===== src/fixed_frequency_sequencer_map.svh =====
`ifndef FIXED_FREQUENCY_SEQUENCER_MAP_SVH
`define FIXED_FREQUENCY_SEQUENCER_MAP_SVH

// Register byte offsets
`define SEQ_CTRL_OFS 8'h00
`define SEQ_DIR_OFS 8'h04
`define SEQ_OUTFN_OFS 8'h08
`define SEQ_STATUS_OFS 8'h0c
`define SEQ_IRQ_STATUS_OFS 8'h10
`define SEQ_IRQ_MASK_OFS 8'h14
`define SEQ_FREQ_BASE 8'h20
`define SEQ_TIME_BASE 8'h40

// Control register fields
`define SEQ_CTRL_MODE_LSB 0
`define SEQ_CTRL_STOP_BIT 4
`define SEQ_CTRL_START_LSB 8
`define SEQ_CTRL_PAUSE_LSB 12

// Output function field positions
`define SEQ_OUTFN_RELAY_ONE_LSB 0
`define SEQ_OUTFN_RELAY_TWO_LSB 8
`define SEQ_OUTFN_TO_LSB 16

// Interrupt status bits
`define SEQ_IRQ_STEP_END 0
`define SEQ_IRQ_CYCLE_END 1
`define SEQ_IRQ_TERMINATED 2
`define SEQ_IRQ_PAUSED 3

// Reset values
`define SEQ_CTRL_RST 32'h0000_0000
`define SEQ_DIR_RST 8'h00
`define SEQ_OUTFN_RST 32'h0000_0000
`define SEQ_TIME_RST 10'h000
`define SEQ_FREQ_RST 16'h0000

// Output function codes
`define SEQ_FN_RUNNING 5'h10
`define SEQ_FN_STEP_END 5'h11
`define SEQ_FN_CYCLE_END 5'h12
`define SEQ_FN_PAUSED 5'h13

// Cycle mode codes
`define SEQ_MODE_ONCE 3'h1
`define SEQ_MODE_CONT 3'h2
`define SEQ_MODE_STEPS 3'h3
`define SEQ_MODE_CONT_STEPS 3'h4

// Timing: one-second time base at a 25 ns clock
`define SEQ_TICK_PERIOD_NS 1000000000
`define SEQ_CLK_PERIOD_NS 25
`define SEQ_TICK_CYCLES (`SEQ_TICK_PERIOD_NS / `SEQ_CLK_PERIOD_NS)

`endif


===== src/fixed_frequency_sequencer_pkg.sv =====
package fixed_frequency_sequencer_pkg;

    // Sequencer states
    typedef enum logic [2:0] {
        S_IDLE,
        S_SEEK,
        S_RUN,
        S_RAMP_ZERO,
        S_DONE
    } seq_state_t;

    // Command to the motor setpoint path
    typedef struct packed {
        logic active;       // Sequencer owns setpoint and start
        logic run;          // Drive runs on the setpoint below
        logic reverse;      // Reverse rotating direction
        logic stop_ramp;    // Stop function: 1 ramp, 0 coast
        logic [15:0] freq;  // Frequency setpoint
    } drive_cmd_t;

    // Sequencer status indications
    typedef struct packed {
        logic running;
        logic step_end;
        logic cycle_end;
        logic paused;
    } seq_flags_t;

endpackage : fixed_frequency_sequencer_pkg


===== src/fixed_frequency_sequencer.sv =====
`timescale 1ns/1ps
`include "fixed_frequency_sequencer_map.svh"

module fixed_frequency_sequencer
#(
    parameter int unsigned TICK_CYCLES = `SEQ_TICK_CYCLES // Clocks per second
)
(
    input wire logic aclk, // System clock, 40 MHz
    input wire logic aresetn, // Synchronous reset, active low
    input wire logic [7:0] s_axi_awaddr, // Write address
    input wire logic s_axi_awvalid, // Write address valid
    output logic s_axi_awready, // Write address ready
    input wire logic [31:0] s_axi_wdata, // Write data
    input wire logic [3:0] s_axi_wstrb, // Write byte strobes
    input wire logic s_axi_wvalid, // Write data valid
    output logic s_axi_wready, // Write data ready
    output logic [1:0] s_axi_bresp, // Write response
    output logic s_axi_bvalid, // Write response valid
    input wire logic s_axi_bready, // Write response ready
    input wire logic [7:0] s_axi_araddr, // Read address
    input wire logic s_axi_arvalid, // Read address valid
    output logic s_axi_arready, // Read address ready
    output logic [31:0] s_axi_rdata, // Read data
    output logic [1:0] s_axi_rresp, // Read response
    output logic s_axi_rvalid, // Read data valid
    input wire logic s_axi_rready, // Read data ready
    input wire logic [5:0] digital_inputs, // Drive digital input pins
    input wire logic at_zero_speed, // Drive output frequency is zero
    output fixed_frequency_sequencer_pkg::drive_cmd_t drive_cmd, // Setpoint path command
    output logic relay_output_one, // Relay one
    output logic relay_output_two, // Relay two
    output logic transistor_output, // Transistor output
    output logic irq // Interrupt, active high level
);

    // Configuration registers
    logic [31:0] ctrl; // Mode, stop function, input assignments
    logic [7:0] direction_program_code; // One reverse bit per step
    logic [31:0] outfn; // Output function codes
    logic [3:0] irq_status; // Sticky events
    logic [3:0] irq_mask; // Enables
    logic [15:0] step_frequency_setpoints [8]; // Per-step setpoint
    logic [9:0] step_run_times [8]; // Per-step seconds, zero skips

    // Sequencer state
    fixed_frequency_sequencer_pkg::seq_state_t state; // Main state
    fixed_frequency_sequencer_pkg::seq_flags_t flags; // Indications
    logic [3:0] step; // Step index, 8 means past the end
    logic [9:0] remaining; // Seconds left in step
    logic [31:0] tick_cnt; // Time base divider
    logic tick; // One-second strobe
    logic [5:0] din; // Filtered inputs
    logic start_level; // Assigned start input level
    logic pause_level; // Assigned pause input level
    logic pause_seen; // Delayed pause for edge detection

    // Cycle events as single-cycle pulses
    logic ev_step_end;
    logic ev_cycle_end;
    logic ev_terminated;

    // AXI bookkeeping
    logic aw_held; // Write address captured
    logic w_held; // Write data captured
    logic [7:0] waddr; // Captured write address
    logic [31:0] wdata; // Captured write data
    logic [3:0] wstrb; // Captured strobes
    logic do_write; // Both halves present
    logic [31:0] rd_word; // Decoded read word
    logic rd_hit; // Read address mapped
    logic wr_hit; // Write address mapped

    wire [2:0] cycle_mode_select = ctrl[`SEQ_CTRL_MODE_LSB +: 3];
    wire stop_function_select = ctrl[`SEQ_CTRL_STOP_BIT];
    wire [2:0] start_input_assign = ctrl[`SEQ_CTRL_START_LSB +: 3];
    wire [2:0] pause_input_assign = ctrl[`SEQ_CTRL_PAUSE_LSB +: 3];
    wire continuous = (cycle_mode_select == `SEQ_MODE_CONT) ||
                      (cycle_mode_select == `SEQ_MODE_CONT_STEPS);
    wire stepped = (cycle_mode_select == `SEQ_MODE_STEPS) ||
                   (cycle_mode_select == `SEQ_MODE_CONT_STEPS);
    wire mode_valid = (cycle_mode_select >= `SEQ_MODE_ONCE) &&
                      (cycle_mode_select <= `SEQ_MODE_CONT_STEPS);

    pin_sync u_pin_sync
    (
        .aclk(aclk),
        .aresetn(aresetn),
        .pins(digital_inputs),
        .levels(din)
    );

    // Pick the assigned inputs; unassigned (0 or above 6) reads as inactive
    always_comb
    begin
        start_level = 1'b0;
        pause_level = 1'b0;
        if (start_input_assign >= 3'h1 && start_input_assign <= 3'h6)
        begin
            start_level = din[start_input_assign - 3'h1];
        end
        if (pause_input_assign >= 3'h1 && pause_input_assign <= 3'h6)
        begin
            pause_level = din[pause_input_assign - 3'h1];
        end
    end

    // One-second time base; restarts at each step so the first second is whole
    always_ff @(posedge aclk)
    begin
        if (!aresetn || state != fixed_frequency_sequencer_pkg::S_RUN)
        begin
            tick_cnt <= 32'h0000_0000;
            tick <= 1'b0;
        end
        else if (!pause_level)
        begin
            tick <= (tick_cnt == TICK_CYCLES - 1);
            tick_cnt <= (tick_cnt == TICK_CYCLES - 1) ? 32'h0000_0000 : tick_cnt + 32'h1;
        end
        else
        begin
            tick <= 1'b0;
        end
    end

    // Sequencer state machine
    always_ff @(posedge aclk)
    begin
        ev_step_end <= 1'b0;
        ev_cycle_end <= 1'b0;
        ev_terminated <= 1'b0;
        if (!aresetn)
        begin
            state <= fixed_frequency_sequencer_pkg::S_IDLE;
            step <= 4'h0;
            remaining <= 10'h000;
        end
        else if (state != fixed_frequency_sequencer_pkg::S_IDLE && !start_level)
        begin
            // Start withdrawn: stop the drive and drop the sequence at once
            state <= fixed_frequency_sequencer_pkg::S_IDLE;
            ev_terminated <= (state != fixed_frequency_sequencer_pkg::S_DONE);
        end
        else
        begin
            unique case (state)
                fixed_frequency_sequencer_pkg::S_IDLE:
                begin
                    // Level sensitive, so an input already high after reset starts too
                    if (start_level && mode_valid)
                    begin
                        step <= 4'h0;
                        state <= fixed_frequency_sequencer_pkg::S_SEEK;
                    end
                end
                fixed_frequency_sequencer_pkg::S_SEEK:
                begin
                    if (step[3])
                    begin
                        // Past the last step: cycle complete
                        ev_cycle_end <= 1'b1;
                        step <= 4'h0;
                        if (continuous)
                        begin
                            state <= fixed_frequency_sequencer_pkg::S_SEEK;
                        end
                        else
                        begin
                            state <= fixed_frequency_sequencer_pkg::S_DONE;
                        end
                    end
                    else if (step_run_times[step[2:0]] == 10'h000)
                    begin
                        step <= step + 4'h1;
                    end
                    else if (!pause_level)
                    begin
                        remaining <= step_run_times[step[2:0]];
                        state <= fixed_frequency_sequencer_pkg::S_RUN;
                    end
                end
                fixed_frequency_sequencer_pkg::S_RUN:
                begin
                    // Pause freezes the time base, so the step resumes where it stood
                    if (tick && !pause_level)
                    begin
                        if (remaining == 10'h001)
                        begin
                            ev_step_end <= 1'b1;
                            if (stepped)
                            begin
                                state <= fixed_frequency_sequencer_pkg::S_RAMP_ZERO;
                            end
                            else
                            begin
                                step <= step + 4'h1;
                                state <= fixed_frequency_sequencer_pkg::S_SEEK;
                            end
                        end
                        remaining <= remaining - 10'h001;
                    end
                end
                fixed_frequency_sequencer_pkg::S_RAMP_ZERO:
                begin
                    // Next step only once the drive reports standstill
                    if (at_zero_speed)
                    begin
                        step <= step + 4'h1;
                        state <= fixed_frequency_sequencer_pkg::S_SEEK;
                    end
                end
                fixed_frequency_sequencer_pkg::S_DONE:
                begin
                    // Held here until the start input goes low
                end
            endcase
        end
    end

    // Indications; step and cycle ends are stretched so a relay can see them
    always_ff @(posedge aclk)
    begin
        if (!aresetn)
        begin
            flags <= '0;
            pause_seen <= 1'b0;
        end
        else
        begin
            pause_seen <= pause_level;
            flags.running <= (state != fixed_frequency_sequencer_pkg::S_IDLE) &&
                             (state != fixed_frequency_sequencer_pkg::S_DONE);
            flags.paused <= pause_level && (state != fixed_frequency_sequencer_pkg::S_IDLE);
            if (ev_step_end)
            begin
                flags.step_end <= 1'b1;
            end
            else if (state == fixed_frequency_sequencer_pkg::S_RUN ||
                     state == fixed_frequency_sequencer_pkg::S_IDLE)
            begin
                flags.step_end <= 1'b0;
            end
            if (ev_cycle_end)
            begin
                flags.cycle_end <= 1'b1;
            end
            else if (state == fixed_frequency_sequencer_pkg::S_RUN ||
                     state == fixed_frequency_sequencer_pkg::S_IDLE)
            begin
                flags.cycle_end <= 1'b0;
            end
        end
    end

    // Map a function code to the indication it shows
    function automatic logic out_select(input logic [4:0] code,
                                        input fixed_frequency_sequencer_pkg::seq_flags_t f);
        logic v;
        v = 1'b0;
        if (code == `SEQ_FN_RUNNING) v = f.running;
        if (code == `SEQ_FN_STEP_END) v = f.step_end;
        if (code == `SEQ_FN_CYCLE_END) v = f.cycle_end;
        if (code == `SEQ_FN_PAUSED) v = f.paused;
        return v;
    endfunction : out_select

    // Output pins and setpoint command, all registered
    always_ff @(posedge aclk)
    begin
        if (!aresetn)
        begin
            relay_output_one <= 1'b0;
            relay_output_two <= 1'b0;
            transistor_output <= 1'b0;
            drive_cmd <= '0;
        end
        else
        begin
            relay_output_one <= out_select(outfn[`SEQ_OUTFN_RELAY_ONE_LSB +: 5], flags);
            relay_output_two <= out_select(outfn[`SEQ_OUTFN_RELAY_TWO_LSB +: 5], flags);
            transistor_output <= out_select(outfn[`SEQ_OUTFN_TO_LSB +: 5], flags);
            // Active overrides every other setpoint and start source
            drive_cmd.active <= (state != fixed_frequency_sequencer_pkg::S_IDLE) &&
                                (state != fixed_frequency_sequencer_pkg::S_DONE);
            drive_cmd.run <= (state == fixed_frequency_sequencer_pkg::S_RUN);
            drive_cmd.stop_ramp <= stop_function_select;
            drive_cmd.reverse <= direction_program_code[step[2:0]];
            drive_cmd.freq <= step_frequency_setpoints[step[2:0]];
        end
    end

    // AXI write channel: address and data are taken in either order
    assign s_axi_awready = !aw_held && !s_axi_bvalid;
    assign s_axi_wready = !w_held && !s_axi_bvalid;
    assign do_write = aw_held && w_held && !s_axi_bvalid;
    assign wr_hit = (waddr[1:0] == 2'h0) && (waddr <= `SEQ_IRQ_MASK_OFS ||
                    (waddr >= `SEQ_FREQ_BASE && waddr < `SEQ_TIME_BASE + 8'h20));

    always_ff @(posedge aclk)
    begin
        if (!aresetn)
        begin
            aw_held <= 1'b0;
            w_held <= 1'b0;
            waddr <= 8'h00;
            wdata <= 32'h0000_0000;
            wstrb <= 4'h0;
            s_axi_bvalid <= 1'b0;
            s_axi_bresp <= 2'h0;
        end
        else
        begin
            if (s_axi_awvalid && s_axi_awready)
            begin
                aw_held <= 1'b1;
                waddr <= s_axi_awaddr;
            end
            if (s_axi_wvalid && s_axi_wready)
            begin
                w_held <= 1'b1;
                wdata <= s_axi_wdata;
                wstrb <= s_axi_wstrb;
            end
            if (do_write)
            begin
                aw_held <= 1'b0;
                w_held <= 1'b0;
                s_axi_bvalid <= 1'b1;
                s_axi_bresp <= wr_hit ? 2'h0 : 2'h2; // SLVERR on unmapped
            end
            else if (s_axi_bvalid && s_axi_bready)
            begin
                s_axi_bvalid <= 1'b0;
            end
        end
    end

    // Byte-lane merge of a write into an old word
    function automatic logic [31:0] merge(input logic [31:0] old, input logic [31:0] nw,
                                          input logic [3:0] be);
        logic [31:0] r;
        r = old;
        for (int b = 0; b < 4; b++)
        begin
            if (be[b]) r[8*b +: 8] = nw[8*b +: 8];
        end
        return r;
    endfunction : merge

    // Configuration register writes
    always_ff @(posedge aclk)
    begin
        if (!aresetn)
        begin
            ctrl <= `SEQ_CTRL_RST;
            direction_program_code <= `SEQ_DIR_RST;
            outfn <= `SEQ_OUTFN_RST;
            irq_mask <= 4'h0;
        end
        else if (do_write)
        begin
            if (waddr == `SEQ_CTRL_OFS) ctrl <= merge(ctrl, wdata, wstrb);
            if (waddr == `SEQ_DIR_OFS && wstrb[0]) direction_program_code <= wdata[7:0];
            if (waddr == `SEQ_OUTFN_OFS) outfn <= merge(outfn, wdata, wstrb);
            if (waddr == `SEQ_IRQ_MASK_OFS && wstrb[0]) irq_mask <= wdata[3:0];
        end
    end

    // Per-step setpoint and run time tables
    genvar g;
    generate
        for (g = 0; g < 8; g++)
        begin : g_step
            logic [31:0] fw;
            logic [31:0] tw;
            assign fw = merge({16'h0000, step_frequency_setpoints[g]}, wdata, wstrb);
            assign tw = merge({22'h000000, step_run_times[g]}, wdata, wstrb);
            always_ff @(posedge aclk)
            begin
                if (!aresetn)
                begin
                    step_frequency_setpoints[g] <= `SEQ_FREQ_RST;
                    step_run_times[g] <= `SEQ_TIME_RST;
                end
                else if (do_write)
                begin
                    if (waddr == `SEQ_FREQ_BASE + 8'(4 * g)) step_frequency_setpoints[g] <= fw[15:0];
                    if (waddr == `SEQ_TIME_BASE + 8'(4 * g)) step_run_times[g] <= tw[9:0];
                end
            end
        end
    endgenerate

    // Sticky events; a new event in the clearing cycle survives the clear
    always_ff @(posedge aclk)
    begin
        if (!aresetn)
        begin
            irq_status <= 4'h0;
        end
        else
        begin
            irq_status <= (irq_status & ~((do_write && waddr == `SEQ_IRQ_STATUS_OFS &&
                           wstrb[0]) ? wdata[3:0] : 4'h0)) |
                          {pause_level && !pause_seen && flags.running,
                           ev_terminated, ev_cycle_end, ev_step_end};
        end
    end

    assign irq = |(irq_status & irq_mask);

    // Read decode
    always_comb
    begin
        rd_word = 32'h0000_0000;
        rd_hit = (s_axi_araddr[1:0] == 2'h0);
        if (s_axi_araddr == `SEQ_CTRL_OFS) rd_word = ctrl;
        else if (s_axi_araddr == `SEQ_DIR_OFS) rd_word = {24'h000000, direction_program_code};
        else if (s_axi_araddr == `SEQ_OUTFN_OFS) rd_word = outfn;
        else if (s_axi_araddr == `SEQ_STATUS_OFS)
            rd_word = {16'h0000, remaining[7:0], 1'b0, step[2:0], flags};
        else if (s_axi_araddr == `SEQ_IRQ_STATUS_OFS) rd_word = {28'h0000000, irq_status};
        else if (s_axi_araddr == `SEQ_IRQ_MASK_OFS) rd_word = {28'h0000000, irq_mask};
        else if (s_axi_araddr >= `SEQ_FREQ_BASE && s_axi_araddr < `SEQ_TIME_BASE)
            rd_word = {16'h0000, step_frequency_setpoints[s_axi_araddr[4:2]]};
        else if (s_axi_araddr >= `SEQ_TIME_BASE && s_axi_araddr < `SEQ_TIME_BASE + 8'h20)
            rd_word = {22'h000000, step_run_times[s_axi_araddr[4:2]]};
        else rd_hit = 1'b0;
    end

    // AXI read channel, one read at a time
    assign s_axi_arready = !s_axi_rvalid;

    always_ff @(posedge aclk)
    begin
        if (!aresetn)
        begin
            s_axi_rvalid <= 1'b0;
            s_axi_rdata <= 32'h0000_0000;
            s_axi_rresp <= 2'h0;
        end
        else if (s_axi_arvalid && s_axi_arready)
        begin
            s_axi_rvalid <= 1'b1;
            s_axi_rdata <= rd_hit ? rd_word : 32'h0000_0000;
            s_axi_rresp <= rd_hit ? 2'h0 : 2'h2;
        end
        else if (s_axi_rvalid && s_axi_rready)
        begin
            s_axi_rvalid <= 1'b0;
        end
    end

endmodule : fixed_frequency_sequencer


===== src/pin_sync.sv =====
`timescale 1ns/1ps

// Three-stage pin synchroniser; a change is accepted once stages two and three agree
module pin_sync
(
    input wire logic aclk, // System clock
    input wire logic aresetn, // Synchronous reset, active low
    input wire logic [5:0] pins, // Raw digital inputs
    output logic [5:0] levels // Filtered levels
);

    genvar i;
    generate
        for (i = 0; i < 6; i++)
        begin : g_bit
            logic s1; // Only ever read by s2
            logic s2;
            logic s3;

            // Shift chain; the agreement check rejects single-cycle glitches
            always_ff @(posedge aclk)
            begin
                if (!aresetn)
                begin
                    s1 <= 1'b0;
                    s2 <= 1'b0;
                    s3 <= 1'b0;
                    levels[i] <= 1'b0;
                end
                else
                begin
                    s1 <= pins[i];
                    s2 <= s1;
                    s3 <= s2;
                    if (s2 == s3)
                    begin
                        levels[i] <= s3;
                    end
                end
            end
        end
    endgenerate

endmodule : pin_sync


===== config.mk =====
export PLATFORM = sky130hd
export DESIGN_NAME = fixed_frequency_sequencer
export DESIGN_NICKNAME = d
export VERILOG_FILES = /design/src/fixed_frequency_sequencer_pkg.sv /design/src/fixed_frequency_sequencer.sv /design/src/pin_sync.sv
export VERILOG_INCLUDE_DIRS = /design/src
export SDC_FILE = /design/constraint.sdc
export NUM_CORES = 1
export LEC_CHECK = 0
export BUFFER_PORTS_ARGS = -buffer_cell sky130_fd_sc_hd__buf_2
export CORE_MARGIN = 2
export CORE_UTILIZATION = 40
export DETAILED_ROUTE_END_ITERATION = 10
export HOLD_SLACK_MARGIN = 0.12
export SYNTH_ARGS = -nofsm -noshare
export SYNTH_HDL_FRONTEND = slang
export SYNTH_SLANG_ARGS = --single-unit
export TNS_END_PERCENT = 1

===== constraint.sdc =====
create_clock -name aclk -period 3.6 [get_ports aclk]
set_input_delay 0.54 -clock aclk [delete_from_list [all_inputs] [get_ports aclk]]
set_output_delay 0.54 -clock aclk [all_outputs]
set_load 0.02 [all_outputs]

Word level (Yosys, flattened, before mapping)
Memories as Yosys holds them, arrays and structs flattened. A register that Yosys moved wholly into a read port is not among the register bits.
Cells that the tools add are included.

word-level totals
  bits in registers = 252
  bits in writable memories = 208
  input port bits = 66
  output and inout port bits = 65
  logic and storage cells = 536
  memories = 2

operators by class
  add/sub/neg operators = 5
  magnitude comparators = 16
  eq/ne operators = 96
  multiplexer cells = 204
  bitwise operators = 41
  reduce and logical (&&, ||, !) cells = 107

memory list
  memory                    words  bits a word  rd ports  clocked after Yosys merged registers in  wr ports  line                             source
  step_frequency_setpoints  8      16           2         1                                        8         fixed_frequency_sequencer.sv:43  logic [15:0] step_frequency_setpoints [8];
  step_run_times            8      10           2         1                                        8         fixed_frequency_sequencer.sv:44  logic [9:0] step_run_times [8];

operator list
  cell                                                                count
  two-way mux 8 bit                                                   48
  two-way mux 32 bit                                                  5
  two-way mux 1 bit                                                   99
  AND reduction 2 bit                                                 35
  == test 8 x 6 -> 1 bit (second input constant)                      8
  == test 8 x 7 -> 1 bit (second input constant)                      8
  two-way mux 16 bit                                                  4
  == test 5 bit (second input constant)                               12
  two-way mux 10 bit                                                  5
  two-way mux 2 bit                                                   19
  adder 32 x 1 -> 32 bit (second input constant)                      1
  == test 32 x 26 -> 1 bit (second input constant)                    1
  == test 8 x 5 -> 1 bit (second input constant)                      4
  two-way mux 4 bit                                                   8
  != test 1 bit (second input constant)                               32
  bitwise OR 1 bit                                                    32
  two-way mux 3 bit                                                   10
  logical AND 1 bit                                                   27
  == test 8 x 4 -> 1 bit (second input constant)                      3
  less-than comparator 8 x 7 -> 1 bit (second input constant)         3
  AND reduction 3 bit                                                 8
  case mux 10 bit (2 select lines)                                    1
  == test 8 x 3 -> 1 bit (second input constant)                      2
  greater-or-equal comparator 8 x 6 -> 1 bit (second input constant)  2
  other kinds (38)                                                    92

Depth between registers and ports, before layout
Gate-level depths: netlist (run 1).

  word-level depth = 11
  depth in mapped cells = 10
  gate-level depth less buffers = 8

By module
Synthesis (run 1) repeated with hierarchy kept, for this count alone.

second synthesis, totals
  cells, all modules = 2108
  area total of the unflattened synthesis = 22401.5 sq um

modules (own cells, without submodules)
  module                     times used  cells each  area an instance (sq um)  sequential area each (sq um)
  fixed_frequency_sequencer  1           2046        21690.8                   11150.7
  pin_sync                   1           62          710.7                     480.5

Worst setup path after synthesis (run 1)
Ideal clock, no wire load.

  path kind = input to register
  from = input s_axi_araddr[2]
  to = register s_axi_rdata[4]
  library setup time = 132 ps
  arrival time = 2353 ps
  required time = 3468 ps
  setup slack = 1115 ps
  stages = 8
  buffers on the path = 3
  cells stage by stage = clkbuf_1 buf_2 buf_2 mux4_2 mux2i_1 o22ai_1 o221ai_1 a21oi_1

on the way
  cells in the longest elaborated chain, start to end = 11
  elaborated cells on any way between the ends = 31
  those cells by class = 4 x order compare; 5 x eq/ne; 17 x mux; 3 x reduce/logical; 2 x memory

RTL lines
  what                                                                                                                line                              source
  start: declaration                                                                                                  fixed_frequency_sequencer.sv:21   input wire logic [7:0] s_axi_araddr,
  greater-or-equal comparator 8 x 7 -> 1 bit (no source line) or less-than comparator 8 x 7 -> 1 bit (tied branches)  -
  logical AND 1 bit                                                                                                   fixed_frequency_sequencer.sv:427  else if (s_axi_araddr >= `SEQ_TIME_BASE && s_axi_araddr < `SEQ_TIME_BASE + 8'h20)
  two-way mux 10 bit or two-way mux 1 bit (tied branches)                                                             fixed_frequency_sequencer.sv:427
  two-way mux 16 bit or two-way mux 1 bit (tied branches)                                                             fixed_frequency_sequencer.sv:425  else if (s_axi_araddr >= `SEQ_FREQ_BASE && s_axi_araddr < `SEQ_TIME_BASE)
  two-way mux 16 bit or two-way mux 1 bit (tied branches)                                                             fixed_frequency_sequencer.sv:424  else if (s_axi_araddr == `SEQ_IRQ_MASK_OFS) rd_word = {28'h0000000, irq_mask};
  two-way mux 16 bit or two-way mux 1 bit (tied branches)                                                             fixed_frequency_sequencer.sv:423  else if (s_axi_araddr == `SEQ_IRQ_STATUS_OFS) rd_word = {28'h0000000, irq_status};
  two-way mux 16 bit or two-way mux 1 bit (tied branches)                                                             fixed_frequency_sequencer.sv:421  else if (s_axi_araddr == `SEQ_STATUS_OFS)
  two-way mux 32 bit or two-way mux 1 bit (tied branches)                                                             fixed_frequency_sequencer.sv:420  else if (s_axi_araddr == `SEQ_OUTFN_OFS) rd_word = outfn;
  two-way mux 32 bit or two-way mux 1 bit (tied branches)                                                             fixed_frequency_sequencer.sv:419  else if (s_axi_araddr == `SEQ_DIR_OFS) rd_word = {24'h000000, direction_program_code};
  two-way mux 32 bit or two-way mux 1 bit (tied branches)                                                             fixed_frequency_sequencer.sv:418  if (s_axi_araddr == `SEQ_CTRL_OFS) rd_word = ctrl;
  two-way mux 32 bit (*)                                                                                              fixed_frequency_sequencer.sv:446  s_axi_rdata <= rd_hit ? rd_word : 32'h0000_0000;
  end signal: assignment                                                                                              fixed_frequency_sequencer.sv:446
  end: declaration                                                                                                    fixed_frequency_sequencer.sv:24   output logic [31:0] s_axi_rdata,

Every way passes the cells marked *; elsewhere a longest branch is shown, timed or not.
A chain may end at the register's enable or synchronous reset.

==> qor.yml, run 1 <==
total_power_mw: 13.15
vdd_drop_max_mv: 0.3392
initialDrtViolationCount: 1933
finalWirelength_um: 66860
period_needed_ns: 2.936
pin_count: 131
nets: 2261
grt-ovfl-total: 0
grt_pass1_vias: 16070
min_path_type: "in -> reg"
h-tree-depth: 2
clkTransAtPathRegs_ns: 0.06
crit_chain: "buf_4 > mux4_1 > mux2i_1 > and4b_1 > nand4_1 > nand3_1 > mux2i_1"
critPathMaxFanout: 18
cp.required_ns: 4.12
drv_cap: 0
drc: 0
post_cts_resize_count: 0
multiInputGateArea_mm2: 0.01017
crit_top_cell: "mux2i_1"
fmax_ghz: 0.3406
synth_top_area_cell: "edfxtp_1"
ys_seq_area_share_pct: 51.67
end_kind: "flop"
die_y_um: 241.2
synth_common_cells: "dfxtp_1, nand2_1, and2_1, edfxtp_1, nor2_1"
rsz0062_at_grt: "false"
routed_via_density: 5.703
relSlewSlack_pct: 14.29
netlist_area_mm2: 0.02251
critical-path-max-stage-delay_ns: 0.60
n_fill_cell: 5078
power.density_mw_per_mm2: 508.7
synth_edf_count: 208
ff_latch_area_mm2: 0.01163
yosysTopAreaCellShare_pct: 27.75
tns_ns: 0
start_kind: "flop"
power_frac_seq_pct: 46.3
slowest_stage: "mux4_1"
yosysUniqueCellTypes: 82
start_util_pct: 40.62
floorplan.rows: 86
firstDrtPassIters: 6
finalSetupViolCount: 0
cts-buffers-inserted: 52
vias: 16970
skew_ns: 0.01921
post_cts_buffers: 0
post_drt_wl_per_cell_um: 22.47
synth_flop_cell: "dfxtp_1"
criticalPathCategory: "reg -> reg"
p_sw_share_pct: 25.43
ys.warnings.count: 0
antenna_found_initial: 2
clock_path_buffers: 3
p_int_mw: 9.807
syn_area_per_cell_um2: 10.77
status: "finished clean"
clk-insertion-delay-late_ns: 0.61
clockRootBuffer: "clkbuf_16"
p_clk_share_pct: 43.9
numClockSinks: 477
synth_cells: 2091
drive_gt1_share_pct: 18.05
cts_tree: "yes"
portBuffers: 128
drv_slew: 0
syn2layout_area_growth_pct: 14.85
crit_arrival_ns: 3.46
ys_ff_latch: 477
dp_hpwl_um: 46530
dieWidth_um: 241.2
grt_usage_pct: 22.76
synth.most_common_cell: "dfxtp_1"
finalHoldViolations: 0
dieArea_mm2: 0.05819
p_leak_nw: 9.416
grt_start_max_net_pins: 98
core_mm2: 0.05542
synthTopCellsByArea: "edfxtp_1, dfxtp_1, mux4_2, and2_1, nand2_1"
worst_slew_pin_slew_ns: 1.272
synthArstFlopShare_pct: 0
ant_nets: 0
power.switching_mw: 3.345
combPwrFrac_pct: 9.8
gp_congestion: 0.8931
grt_pass1_wl_um: 99230
post-route-period-util_pct: 81.55
-- state kept, by name, indices dropped and copies added, names as in the netlist, 8 cells and up, named ones only --
register and flops:
waddr 8, wdata 32, remaining 10, outfn 32
step_run_times 80, drive_cmd 20, ctrl 32, tick_cnt 32
direction_program_code 8, step_frequency_setpoints 128, s_axi_rdata 32
-- repair_timing --
action	CTS	global route
setup endpoints to repair	0	0
endpoints found under the hold margin	1	0
hold buffers	1	0
-- power groups by stage --
| stage | combinational (mW) | clock (mW) | sequential, mW |
|---|---|---|---|
| floorplan | 0.931 | 0 | 6.04 |
| global placement | 1.26 | 0 | 6.18 |
| detailed placement | 1.27 | 0 | 6.19 |
| CTS | 1.28 | 5.86 | 6.07 |
| global route | 1.40 | 6.07 | 6.11 |
| finish | 1.30 | 5.77 | 6.08 |
-- path summary, 6_finish.rpt --
path                                           from                                end  slack [ns]  depth (start not counted)
setup / recovery                               flop          remaining[1]$_SDFFE_PN0P_        0.66                          7
hold / removal                    digital_inputs[1]  u_pin_sync.g_bit[1].s1$_SDFF_PN0_        0.16                          2
setup reg to reg                               flop          remaining[1]$_SDFFE_PN0P_        0.66                          7
hold reg to reg   u_pin_sync.g_bit[1].s1$_SDFF_PN0_  u_pin_sync.g_bit[1].s2$_SDFF_PN0_        0.43                          1
-- logic make-up after synthesis --
group	Yosys count	synth area share, %
AOI/OAI and AO/OA	369	10.32
and+or+nand+nor	841	18.46
xor gates and xnor gates	35	1.362
buffers and inverters	177	3.201
adders and majority gates	10	0.5558
other	1	0.01666
muxes	181	14.42
DFF	477	51.67
-- metal layers --
metal | up-vias | part of all wire, % | track usage (%)
met1 | 8330 | 42 | 31.05
met3 | 131 | 7.9 | 4.478
met5 | - | 0 | 0
li1 | 7802 | - | -
met2 | 710 | 47 | 36.12
met4 | 0 | 3.1 | 8.249
-- cells in the final DEF, fill, tap and decap left out, types with 23 or more instances in the layout --
master     instances
a22o_1            23
a22oi_1           27
nand2_1          250
nand4_1           25
nor2_1           174
xor2_1            25
clkbuf_16         54
edfxtp_1         208
a21oi_1          148
buf_2            127
nand3_1           84
buf_4             60
dfxtp_1          268
and2_1           225
mux4_2           106
o21ai_0           64
mux2i_1           63
-- metrics by stage --
| step | util (%) | setup slack [ns] | hold slack (ns) | instance area (um^2) | cells |
|---|---|---|---|---|---|
| detailed placement | 43.28 | 0.3702 | 0.4204 | 23980 | 2878 |
| CTS | 46.65 | 0.6856 | 0.1252 | 25850 | 2975 |
| global placement | 43.28 | 0.4186 | 0.4226 | 23980 | 2878 |
| finish | 46.66 | 0.6643 | 0.1597 | 25850 | 2976 |
| global route | 46.65 | 0.4807 | 0.1496 | 25850 | 2975 |
| floorplan | - | 1.115 | 0.4119 | 22520 | 2092 |
-- critical path, delay by kind of cell (launching register included) --
| family | cells | cell delay [ns] |
|---|---|---|
| and+or+nand+nor | 3 | 0.94 |
| DFF | 1 | 0.31 |
| buffers and inverters | 1 | 0.34 |
| muxes | 3 | 1.25 |
-- area by class of cell --
type	count	share of cell area, %
flip-flops and latches	477	44.99
multi-input cells	1438	39.33
clock buffers	74	5.981
repair buffers	191	4.472
well taps	748	3.620
clock inverters	22	1.215
inverters	25	0.3823
diodes	1	0.009679
Note: power is estimated with default switching activity, not from simulation.
==> run 2, diff against run 1 <==
--- a/config.mk
+++ b/config.mk
@@ -6,6 +6,7 @@
 export SDC_FILE = /design/constraint.sdc
 export NUM_CORES = 1
 export LEC_CHECK = 0
+export ABC_AREA = 1
 export BUFFER_PORTS_ARGS = -buffer_cell sky130_fd_sc_hd__buf_2
 export CORE_MARGIN = 2
 export CORE_UTILIZATION = 40
==> constraint.sdc (replaced) <==
create_clock -name aclk -period 2.6 [get_ports aclk]
set_input_delay 0.39 -clock aclk [delete_from_list [all_inputs] [get_ports aclk]]
set_output_delay 0.39 -clock aclk [all_outputs]
set_load 0.02 [all_outputs]
==> run 2 against run 1 <==
- utilization grew 1.1 points
- largest power group unchanged
- worst setup slack got worse by 0.42 ns
- register-to-register slack got worse by 0.42 ns
- highest routed layer unchanged
- via count increased by 27%
- wire length up 14%
- first-iteration DRC count grew 14%
- sequential share of layout area fell by 2.0 points
- worst hold slack better by 0.010 ns
==> qor.yml, run 2 <==
mostFrequentLayoutCells: "nand2_1, nor2_1, o21ai_0, a21oi_1, inv_1"
dieWidth_um: 243.7  # +1.0%
synthTopCellsByArea: "edfxtp_1, dfxtp_1, nand2_1, nor2_1, o21ai_0"
antenna_cells: 0  # -1
crit_top_cell: "nand2_1"
grt_start_max_net_pins: 88  # -10%
yosysTopAreaCellShare_pct: 27.19  # -0.56 points
drive_gt1_share_pct: 10.72  # -7.3 points
firstDrtPassIters: 6  # unchanged
cp.required_ns: 3.17  # -0.95 ns
rrSetupSlack_ns: 0.24  # -0.42 ns
dieArea_mm2: 0.05937  # +2.0%
drc: 0  # unchanged
end_kind: "flop"
pin_count: 131  # unchanged
h-tree-depth: 2  # unchanged
fmax_ghz: 0.4238  # +24%
ant_nets: 0  # unchanged
clkTransAtPathRegs_ns: 0.06  # about the same
critical-path-max-stage-delay_ns: 0.38  # -0.22 ns
synth_cells: 3021  # +44%
layout_commonest_cell: "nand2_1"
holdPathStages: 3  # +1
crit_arrival_ns: 2.92  # -0.54 ns
n_fill_cell: 5584  # +10%
netlist_area_mm2: 0.02298  # +2.1%
r2r_cells: 15  # +8
min_path_type: "in -> reg"
post_drt_wl_per_cell_um: 19.01  # -15%
gp_congestion: 0.9019  # +0.99%
grt_pass1_wl_um: 116500  # +17%
synth_flop_cell: "dfxtp_1"
nets: 3273  # +45%
initialDrtViolationCount: 2201  # +14%
grt-ovfl-total: 0  # unchanged
drv_slew: 0  # unchanged
finalHoldViolations: 0  # unchanged
p_leak_nw: 10.85  # +15%
regMostFlops: "step_frequency_setpoints"
die_y_um: 243.7  # +1.0%
worst_slew_pin_slew_ns: 1.038  # -0.2343 ns
vias: 21570  # +27%
start_kind: "flop"
cts-buffers-inserted: 51  # -1.9%
antenna_found_initial: 0  # -2
reg_top3: "step_frequency_setpoints x128, step_run_times x80"
syn_area_per_cell_um2: 7.605  # -29%
worstHoldStart: "aresetn"
rsz0062_at_grt: "true"
clockRootBuffer: "clkbuf_16"
hold_end: "s_axi_rdata[25]$_SDFFE_PN0P_"
criticalPathCategory: "reg -> reg"
start_util_pct: 40.59  # about the same
finalSetupViolCount: 0  # unchanged
drv_cap: 0  # unchanged
grt_usage_pct: 25.12  # +2.4 points
total_power_mw: 19.46  # +48%
worstReg2RegStart: "ctrl[13]$_SDFFE_PN0P_"
skew_ns: 0.03150  # +0.01229 ns
tns_ns: 0  # unchanged
vdd_drop_max_mv: 0.6039  # +78%
yosysUniqueCellTypes: 52  # -37%
period_needed_ns: 2.359  # -0.5763 ns
ys_ff_latch: 477  # unchanged
slowest_stage: "dfxtp_1"
ys.warnings.count: 0  # unchanged
synth_top_area_cell: "edfxtp_1"
clock_path_buffers: 3  # unchanged
r2r_end: "remaining[1]$_SDFFE_PN0P_"
post-route-period-util_pct: 90.74  # +9.2 points
floorplan.rows: 87  # +1.2%
post_cts_buffers: 0  # unchanged
synth_common_cells: "nand2_1, nor2_1, o21ai_0, a21oi_1, inv_1"
relSlewSlack_pct: 30.80  # +17 points
final_util_pct: 47.80  # +1.1 points
synthArstFlopShare_pct: 0  # unchanged
dp_hpwl_um: 53150  # +14%
ys_seq_area_share_pct: 50.62  # -1.0 points
numClockSinks: 477  # unchanged
cts_tree: "yes"
syn2layout_area_growth_pct: 17.76
routed_via_density: 5.403  # -5.3%
finalWirelength_um: 75920  # +14%
clk-insertion-delay-late_ns: 0.63  # +0.02 ns
synth.most_common_cell: "nand2_1"
critPathMaxFanout: 19  # +1
final_area_mm2: 0.02706  # +4.7%
core_mm2: 0.05660  # +2.1%
power.density_mw_per_mm2: 719.2  # +41%
largest_register_ffs: 128  # unchanged
synth_edf_count: 208  # unchanged
portBuffers: 128  # unchanged
status: "finished clean"
placed_area_mm2: 0.02478  # +3.3%
grt_pass1_vias: 20430  # +27%
crit_chain: "inv_1 > ha_1 > a21oi_1 > o21ai_0 > nand2_1 > nand2_1 > nand2_2 > nand2_1 > nand2_1 > nor3b_4 > buf_6 > nand2_1 > nand2_1 > nand2_1 > nor2_1"
run 2: cell types whose count changed in the layout (fill, tap and decap cells not counted), moves of 63 or more:
cell,delta
nand2_1,+323
mux2i_1,-63
o21ai_0,+223
mux4_2,-106
a21oi_1,+133
inv_1,+256
nor2_1,+375
nand3_1,+77
and2_1,-225
run 2: cell type report:
cell class | count | area [um^2] | area share, %
clock buffer | 75 | 1518 | 5.609
clock inverter | 18 | 246.5 | 0.9110
inverter | 297 | 1115 | 4.120
multi-input combinational | 2087 | 9555 | 35.32
sequential | 477 | 11630 | 43.00
tap | 756 | 945.9 | 3.496
timing repair buffer | 283 | 2043 | 7.551
run 2: through the flow:
step | setup WS, ns | cells | hold slack (ns)
2_1_floorplan | 0.4365 | 3022 | 0.3905
3_3_place_gp | 0.1998 | 3850 | 0.3953
3_5_place_dp | 0.1786 | 3850 | 0.3978
4_1_cts | 0.1525 | 3993 | 0.1314
5_1_grt | -0.01091 | 3993 | 0.1506
6_report | 0.2406 | 3993 | 0.1697
run 2: logic make-up (layout without fill, tap and decap cells):
logic type,after synthesis,in the layout,synth area share [%]
AND/OR/NAND/NOR,1405,1405,25.26
AO/OA/AOI/OAI,657,657,15.20
flip-flops,477,477,50.62
adder cells (fa/ha/maj),10,10,0.5446
buffers and inverters,458,673,7.853
other,1,2,0.01632
XOR/XNOR,13,13,0.4956
run 2: what timing repair did:
| action | in CTS | in global routing |
|---|---|---|
| hold endpoints to repair | 50 | 0 |
| hold buffers | 50 | 0 |
| endpoints found under the setup margin | 0 | 9 |
| resized for setup | 0 | 5 |
run 2: report_power, final:
group / switching (mW) / internal [mW] / total, mW
combinational: 2.38 / 1.06 / 3.44
sequential: 0.233 / 8.15 / 8.38
clock: 3.17 / 4.47 / 7.64
run 2: worst max-delay path by stage:
stage                                from                           to  slack (ns)  cells after the start
floorplan           ctrl[12]$_SDFFE_PN0P_    remaining[0]$_SDFFE_PN0P_        0.44                     14
global placement          s_axi_araddr[2]  s_axi_rdata[6]$_SDFFE_PN0P_        0.20                     13
detailed placement  ctrl[13]$_SDFFE_PN0P_     tick_cnt[9]$_SDFFE_PP0N_        0.18                     14
CTS                 ctrl[13]$_SDFFE_PN0P_     tick_cnt[9]$_SDFFE_PP0N_        0.15                     14
global route        ctrl[13]$_SDFFE_PN0P_     tick_cnt[9]$_SDFFE_PP0N_       -0.01                     14
finish              ctrl[13]$_SDFFE_PN0P_    remaining[1]$_SDFFE_PN0P_        0.24                     15
run 2: worst max-delay path: cells and delay by family (launching register included):
family	cells	cell delay, ns
DFF	1	0.38
adders and majority gates	1	0.32
AOI/OAI and AO/OA	2	0.22
and+or+nand+nor	10	1.07
buffers and inverters	2	0.31
run 2: per-layer routing:
metal / wire, um / track usage (%)
met4: 3167 / 11.10
met5: 0 / 0
met3: 5553 / 3.371
met1: 32670 / 33.79
met2: 34530 / 40.41
